File: src/shared/meas_pkg.sv
// constants and types shared by the measurement handshake block
package meas_pkg;
  // ******************************************
  // register map (apb byte addresses)
  // ******************************************
  localparam logic [11:0] CTRL_ADDR = 12'h000;
  localparam logic [11:0] PWIDTH_ADDR = 12'h004;
  localparam logic [11:0] RESULT_ADDR = 12'h008;
  localparam logic [11:0] STATUS_ADDR = 12'h00c;
  localparam logic [11:0] IRQ_STAT_ADDR = 12'h010;
  localparam logic [11:0] IRQ_MASK_ADDR = 12'h014;
  localparam logic [11:0] GAP_ADDR = 12'h018;
  // ctrl fields
  localparam int CTRL_INT_MEASURE_START_IN = 0;
  localparam int CTRL_PULSE = 1;
  localparam int CTRL_RUN = 2;
  localparam int CTRL_READY = 3;
  localparam logic [3:0] CTRL_RESET = 4'h0;
  // result fields
  localparam int RES_ABOVE = 0;
  localparam int RES_WITHIN = 1;
  localparam int RES_UNDER = 2;
  localparam int RES_FAULT = 3;
  localparam int RES_OUTSIDE = 4;
  localparam int RES_CLASS = 5;
  localparam int RES_W = 15;
  // irq status bits
  localparam int IRQ_DONE = 0;
  localparam int IRQ_IGNORED = 1;
  localparam int IRQ_RECALL = 2;
  localparam int IRQ_W = 3;
  // ******************************************
  // timing
  // ******************************************
  localparam int CLK_HZ = 10_000_000;
  localparam int PW_MIN_MS = 1;
  localparam int PW_MAX_MS = 100;
  localparam int PW_RESET_MS = 10;
  localparam int INT_PULSE_MS = 5;
  localparam int RECALL_MS = 10;
  localparam int CYC_PER_MS = CLK_HZ / 1000;
  localparam int RECALL_CYC = RECALL_MS * CYC_PER_MS;
  localparam int INT_PULSE_CYC = INT_PULSE_MS * CYC_PER_MS;
  localparam logic [6:0] PW_RESET = 7'(PW_RESET_MS);
  typedef enum logic [1:0] {ST_IDLE, ST_MEAS, ST_GAP} meas_state_t;
endpackage : meas_pkg

File: src/hdl/meas_handshake.sv
// apb-controlled measurement start/done handshake with judgment outputs
//
// The APB slave port and the address map were decided locally.
`timescale 1ns/10ps
module meas_handshake #(
  parameter int CYC_PER_MS_P = meas_pkg::CYC_PER_MS,
  parameter int RECALL_CYC_P = meas_pkg::RECALL_CYC,
  parameter int INT_PULSE_CYC_P = meas_pkg::INT_PULSE_CYC
) (
  input wire logic pclk,
  input wire logic presetn,
  input wire logic psel,
  input wire logic penable,
  input wire logic pwrite,
  input wire logic [11:0] paddr,
  input wire logic [31:0] pwdata,
  output logic [31:0] prdata,
  output logic pready,
  output logic pslverr,
  input wire logic measure_start_in,
  input wire logic recall_in,
  output logic measure_done_out,
  output logic above_limit_out,
  output logic within_limit_out,
  output logic under_limit_out,
  output logic fault_out,
  output logic outside_classes_out,
  output logic [9:0] class_match_out,
  output logic meas_busy_out,
  output logic irq_out
);
  import meas_pkg::*;

  // ******************************************
  // state
  // ******************************************
  typedef struct packed {
    logic [2:0] start_sync;
    logic [2:0] recall_sync;
    logic [3:0] ctrl;
    logic [6:0] pwidth;
    logic [15:0] gap_ms;
    logic [RES_W-1:0] staged;
    logic [RES_W-1:0] result;
    logic [IRQ_W-1:0] irq_stat;
    logic [IRQ_W-1:0] irq_mask;
    meas_state_t st;
    logic done;
    logic ready_seen;
    logic [31:0] cnt;
    logic [31:0] dcnt;
    logic [23:0] rcnt;
    logic recalling;
    logic [31:0] rdata;
    logic ready;
    logic err;
    logic irq;
  } state_t;

  state_t s_reg;
  state_t s_next;

  logic start_edge;
  logic recall_lvl;
  logic acc;
  logic wr;
  logic rd;
  logic mapped;
  logic launch;
  logic finish;
  logic [IRQ_W-1:0] ev;
  logic [6:0] pw_clip;

  always_comb begin
    s_next = s_reg;
    ev = '0;
    launch = 1'b0;
    finish = 1'b0;
    // three-flop synchronisers; only stage 1 and 2 feed logic
    s_next.start_sync = {s_reg.start_sync[1:0], measure_start_in};
    s_next.recall_sync = {s_reg.recall_sync[1:0], recall_in};
    start_edge = s_reg.start_sync[1] & ~s_reg.start_sync[2];
    recall_lvl = s_reg.recall_sync[1];

    // ******************************************
    // apb slave, one wait state
    // ******************************************
    acc = psel & penable & ~s_reg.ready;
    wr = acc & pwrite;
    rd = acc & ~pwrite;
    mapped = (paddr[11:5] == 7'h00) && (paddr[4:2] != 3'h7)
      && (paddr[1:0] == 2'h0);
    s_next.ready = acc;
    s_next.err = acc & ~mapped;
    if (rd) begin
      unique case (paddr)
        CTRL_ADDR: s_next.rdata = {28'h0, s_reg.ctrl};
        PWIDTH_ADDR: s_next.rdata = {25'h0, s_reg.pwidth};
        RESULT_ADDR: s_next.rdata = {17'h0, s_reg.result};
        STATUS_ADDR: s_next.rdata = {28'h0, s_reg.recalling,
          s_reg.st != ST_IDLE, s_reg.done, s_reg.ready_seen};
        IRQ_STAT_ADDR: s_next.rdata = {29'h0, s_reg.irq_stat};
        IRQ_MASK_ADDR: s_next.rdata = {29'h0, s_reg.irq_mask};
        GAP_ADDR: s_next.rdata = {16'h0, s_reg.gap_ms};
        default: s_next.rdata = 32'h0;
      endcase
    end else begin
      s_next.rdata = 32'h0;
    end
    // out-of-range width clipped into 1..100 ms
    pw_clip = pwdata[6:0];
    // compare the full word so large values clip instead of wrapping
    if (pwdata < 32'(PW_MIN_MS)) begin
      pw_clip = 7'(PW_MIN_MS);
    end else if (pwdata > 32'(PW_MAX_MS)) begin
      pw_clip = 7'(PW_MAX_MS);
    end
    if (wr && mapped) begin
      case (paddr)
        CTRL_ADDR: s_next.ctrl = pwdata[3:0];
        PWIDTH_ADDR: s_next.pwidth = pw_clip;
        IRQ_MASK_ADDR: s_next.irq_mask = pwdata[IRQ_W-1:0];
        GAP_ADDR: s_next.gap_ms = pwdata[15:0];
        RESULT_ADDR: s_next.staged = pwdata[RES_W-1:0];
        default: ;
      endcase
    end

    // ******************************************
    // settings recall
    // ******************************************
    if (recall_lvl && !s_reg.recalling) begin
      s_next.rcnt = s_reg.rcnt + 24'h1;
      if (s_reg.rcnt == 24'(RECALL_CYC_P - 1)) begin
        s_next.recalling = 1'b1;
      end
    end else if (!recall_lvl) begin
      s_next.rcnt = 24'h0;
      if (s_reg.recalling) begin
        s_next.recalling = 1'b0;
        ev[IRQ_RECALL] = 1'b1;
      end
    end

    // ******************************************
    // power-up: done follows mode once measurement state is reached
    // ******************************************
    if (s_reg.ctrl[CTRL_READY] && !s_reg.ready_seen) begin
      s_next.ready_seen = 1'b1;
      s_next.done = ~s_reg.ctrl[CTRL_PULSE];
    end

    // done pulse timer; width in ms from pwidth register in pulse mode, INT_PULSE_CYC_P cycles in internal-start mode
    if (s_reg.done && s_reg.dcnt != 32'h0) begin
      s_next.dcnt = s_reg.dcnt - 32'h1;
      if (s_reg.dcnt == 32'h1) begin
        s_next.done = 1'b0;
      end
    end

    // ******************************************
    // measurement sequencer
    // ******************************************
    case (s_reg.st)
      ST_IDLE: begin
        if (s_reg.ctrl[CTRL_INT_MEASURE_START_IN]) begin
          launch = s_reg.ctrl[CTRL_RUN] & s_reg.ready_seen
            & ~s_reg.recalling;
        end else if (start_edge) begin
          // hold mode: start only honoured while done is high
          if (s_reg.recalling || !s_reg.ready_seen) begin
            ev[IRQ_IGNORED] = 1'b1;
          end else if (!s_reg.ctrl[CTRL_PULSE] && !s_reg.done) begin
            ev[IRQ_IGNORED] = 1'b1;
          end else begin
            launch = 1'b1;
          end
        end
      end
      ST_MEAS: begin
        if (start_edge) begin
          ev[IRQ_IGNORED] = 1'b1;
        end
        // measurement time is external; software writes the result
        if (wr && paddr == RESULT_ADDR) begin
          finish = 1'b1;
        end
      end
      ST_GAP: begin
        if (s_reg.cnt == 32'h0) begin
          s_next.st = ST_IDLE;
        end else begin
          s_next.cnt = s_reg.cnt - 32'h1;
        end
      end
      default: s_next.st = ST_IDLE;
    endcase

    if (launch) begin
      s_next.st = ST_MEAS;
      // internal relaunch leaves the running done pulse to its timer
      if (!s_reg.ctrl[CTRL_INT_MEASURE_START_IN]) begin
        s_next.done = 1'b0;
        s_next.dcnt = 32'h0;
      end
      // judgments keep their value until the next completion
    end
    if (finish) begin
      s_next.result = pwdata[RES_W-1:0];
      s_next.done = 1'b1;
      ev[IRQ_DONE] = 1'b1;
      if (s_reg.ctrl[CTRL_INT_MEASURE_START_IN]) begin
        s_next.dcnt = 32'(INT_PULSE_CYC_P);
        // zero gap skips straight back to idle, no dead time
        if (s_reg.gap_ms == 16'h0) begin
          s_next.st = ST_IDLE;
        end else begin
          s_next.st = ST_GAP;
          s_next.cnt = 32'(s_reg.gap_ms) * 32'(CYC_PER_MS_P) - 32'h1;
        end
      end else begin
        s_next.st = ST_IDLE;
        s_next.dcnt = s_reg.ctrl[CTRL_PULSE]
          ? 32'(s_reg.pwidth) * 32'(CYC_PER_MS_P) : 32'h0;
      end
    end

    // ******************************************
    // interrupts: set wins over read-clear
    // ******************************************
    if (rd && paddr == IRQ_STAT_ADDR) begin
      s_next.irq_stat = ev;
    end else begin
      s_next.irq_stat = s_reg.irq_stat | ev;
    end
    s_next.irq = |(s_next.irq_stat & s_next.irq_mask);
  end

  always_ff @(posedge pclk or negedge presetn) begin
    if (!presetn) begin
      s_reg <= '0;
      s_reg.ctrl <= CTRL_RESET;
      s_reg.pwidth <= PW_RESET;
      s_reg.st <= ST_IDLE;
    end else begin
      s_reg <= s_next;
    end
  end

  assign prdata = s_reg.rdata;
  assign pready = s_reg.ready;
  assign pslverr = s_reg.err;
  assign measure_done_out = s_reg.done;
  assign above_limit_out = s_reg.result[RES_ABOVE];
  assign within_limit_out = s_reg.result[RES_WITHIN];
  assign under_limit_out = s_reg.result[RES_UNDER];
  assign fault_out = s_reg.result[RES_FAULT];
  assign outside_classes_out = s_reg.result[RES_OUTSIDE];
  assign class_match_out = s_reg.result[RES_CLASS +: 10];
  assign meas_busy_out = s_reg.st == ST_MEAS;
  assign irq_out = s_reg.irq;
endmodule : meas_handshake

File: config.mk
export PLATFORM = sky130hd
export DESIGN_NAME = meas_handshake
export DESIGN_NICKNAME = d
export VERILOG_FILES = /design/src/shared/meas_pkg.sv /design/src/hdl/meas_handshake.sv
export SDC_FILE = /design/constraint.sdc
export NUM_CORES = 1
export LEC_CHECK = 0
export BUFFER_PORTS_ARGS = -buffer_cell sky130_fd_sc_hd__buf_2
export CORE_UTILIZATION = 66
export DETAILED_ROUTE_END_ITERATION = 8
export HOLD_SLACK_MARGIN = 0.05
export PLACE_DENSITY = 0.87
export SETUP_SLACK_MARGIN = 0.4
export SLEW_MARGIN = 30
export SYNTH_ARGS = -nofsm -noshare
export SYNTH_HDL_FRONTEND = slang
export SYNTH_SLANG_ARGS = --single-unit
File: constraint.sdc
create_clock -name pclk -period 11.7 [get_ports pclk]
set_clock_uncertainty 0.1 [all_clocks]
set_input_delay 1.755 -clock pclk [delete_from_list [all_inputs] [get_ports pclk]]
set_output_delay 1.755 -clock pclk [all_outputs]
set_load 0.005 [all_outputs]
==> key figures <==
Run status
  • Status: finished, final reports clean

Synth
  • Async set or reset register ratio after synthesis: 1.000
  • Post-synth top area cell: dfrtp_1
  • Flops & latches, synth: between 150 and 200
  • Top_reg_cell synth: dfrtp_1
  • Syn Area/Cell: 9.157 µm²
  • Mapped Area: 0.01271 mm²
  • Post-synth EDFFs: 0
  • Top post-synthesis cells by area: dfrtp_1, ha_1, fa_1
  • Cells after synthesis: around 1400
  • Yosys Warn Count: 0
  • Seq/Total Area, Yosys: 0.3251
  • Yosys cell types: around 80
  • Share of the synthesized area in the top cell type: 0.3209

Clocking
  • Maximum buffer depth of the clock tree: 2
  • CTS Buf Count: 17
  • Root buf cell: clkbuf_16
  • Max H-tree Level: 4
  • Clk Latency, worst-skew pair: 0.44 ns
  • Reg clk slew, reported paths: 0.07 ns
  • Hold_buf cts: 0
  • CTS tree: done
  • Post-CTS setup buffer count: 0
  • CTS sink count: 165
  • # resized after CTS: 0

Power
  • Sw Ratio: 0.4548
  • Flop pwr share: 0.179
  • P_int: 2.477 mW
  • Leak pwr: 6.639 nW
  • P_sw: 2.066 mW
  • Combinational Power Share: 0.702
  • Design Power: between 4 and 5 mW
  • Max IR drop VDD: 0.0005105 V
  • Clock power frac: 0.119
  • Pwr dens: 332.7 mW/mm²

Worst setup path
  • Max incr delay on CP: 0.52 ns
  • Worst-path fanout max: 13
  • Slowest CP cell: a311oi_1
  • Critical Path Sink Type: register
  • Setup crit start kind: register
  • Crit path DAT: between 6 and 7 ns
  • CP required: 11.95 ns
  • CP Class: register to register
  • CP dominant cell by count: inv_1
  • R2R depth: 19
  • Crit path cell chain: inv_1, fa_1, inv_1, ha_1, fa_1, ha_1, inv_1, fa_1, inv_1, ha_1, a21o_1, a221oi_1, nor2_1, a21oi_2, a211oi_1, a311oi_1, nor4b_2, o22ai_1, nor3_2

Min path
  • Hold path cells: 0
  • Hold WC Path Type: register to register

Global routing
  • Antenna violations before repair: 2
  • Grt total ovfl: 0
  • First-pass GRT wire length: 48420 µm
  • All-layer global routing usage: 0.3086
  • Vias in the first global route: between 10000 and 15000
  • Pin count of the biggest net entering global routing: 99

Floorplanning
  • Initial Util: 0.6772
  • Cell Rows: 50
  • Die height: 140.8 µm
  • Die width: 140.8 µm
  • Top Ports: 103
  • Die ar.: around 0.02 mm²
  • Core area: 0.01877 mm²

Placement
  • Placed insts: 1648
  • Gp weighted congestion: 0.9384
  • Number of port buffers: between 80 and 90
  • HPWL after detailed placement: 21440 µm
  • Place WS: 5.952 ns
  • Cell Area, Placed: 0.01309 mm²

Cells and area
  • Share of layout cells above drive strength 1: 0.1272
  • Post-route insts no fill: 1681
  • Util after Layout: 0.7275
  • Area delta synth->final: 7.432%
  • Fin nets: 1650
  • Filler cells: around 1300
  • Fin area: 0.01365 mm²
  • Max FFs per register: 126

Timing
  • Unrepaired setup endpoints after global routing: no
  • Final Hold Violating Endpoints: 0
  • Final period utilization: 0.5089
  • Setup-failing EPs final: 0
  • Fin crit period: 5.954 ns
  • TNS Setup: 0 ns
  • Worst slew pin tran: 0.8906 ns
  • Max-slew violations: 0
  • Fin worst setup slack: 5.746 ns
  • Relative slew slack: 0.4062
  • Peak Freq: about 170 MHz
  • Final hold slack: 0.2570 ns

Detailed routing
  • Top sig layer: met5
  • DR vias: around 10000
  • Metal3 WL: 2056 µm
  • Drt first-iter violations: between 800 and 900
  • Vias per cell: 6.093
  • DRT Pass-1 Iters: 7
  • ANT nets after route: 0
  • # DRC: 0
  • Routed wire length: 29090 µm
  • Wire per inst: roughly 17 µm
  • M1 WL: about 12000 µm
  • Routed wl met2: 13870 µm

Flow run
  • Max Cap Viol: 0
==> placed cells by master, fill, tap and decap left out, types with 45 or more instances in the layout <==
cell type,count
o21ai_0,58
a21oi_1,59
inv_1,149
nor2_1,101
nand2_1,102
nor3_1,45
ha_1,123
dfrtp_1,163
xnor2_1,65
buf_2,85
==> critical path, delay by kind of cell (launching register included) <==
kind | cells | cell delay (ns)
simple gates | 3 | 0.60
compound gates | 6 | 1.79
flops | 1 | 0.41
buf+inv | 4 | 0.46
fa+ha+maj | 6 | 2.50
==> final timing paths <==
check,end,slack [ns],from
max,s_reg[121],5.75,s_reg[174]
min,recall_lvl,0.26,s_next[192]
max reg2reg,s_reg[121],5.75,s_reg[174]
min reg2reg,recall_lvl,0.26,s_next[192]
max in group asynchronous,s_reg[103],8.80,presetn
min in group asynchronous,s_reg[123],1.29,presetn
==> synthesized netlist by cell type (18+ instances only) <==
cell type	number
o21ai_0	58
nor4_1	30
xnor2_1	65
nor2_1	101
nor3_1	45
clkbuf_1	34
a21oi_1	59
buf_4	42
mux2_2	23
o22ai_1	18
xor2_1	43
ha_1	123
and2_1	25
inv_1	149
nand2_1	102
nand3_1	40
fa_1	43
dfrtp_1	163
==> area by class of cell <==
class	instances	area, µm²	share of cell area
tap	234	292.8	0.02144
clock buffer	18	429.2	0.03143
inverter	149	559.3	0.04096
clock inverter	14	135.1	0.009897
timing repair buffer	91	476.7	0.03491
multi-input combinational	1009	7627	0.5586
antenna	1	2.502	0.0001833
sequential	165	4131	0.3026
==> routing by layer <==
metal | vias up | GRT usage
li1 | 4841 | -
met3 | 86 | 0.06895
met5 | - | 0
met2 | 414 | 0.5062
met4 | 2 | 0.1253
met1 | 4899 | 0.3978
==> cell families after synthesis <==
| group | Yosys count | share of synthesized area |
|---|---|---|
| and+or+nand+nor | 459 | 0.1896 |
| AOI/OAI and AO/OA | 234 | 0.1173 |
| buffers and inverters | 229 | 0.08023 |
| adders and majority gates | 166 | 0.1888 |
| DFF | 165 | 0.3251 |
| xor gates and xnor gates | 109 | 0.07570 |
| muxes | 25 | 0.02294 |
| other | 1 | 0.0002951 |
==> power groups by stage <==
stage	clock network [mW]	logic, mW	registers [mW]
after floorplan	0	2.67	0.811
after global placement	0	3.02	0.822
after detailed placement	0	3.11	0.825
after CTS	0.546	3.20	0.815
after global routing	0.569	3.64	0.824
final	0.540	3.19	0.815
Note: power is estimated with default switching activity, not from simulation.
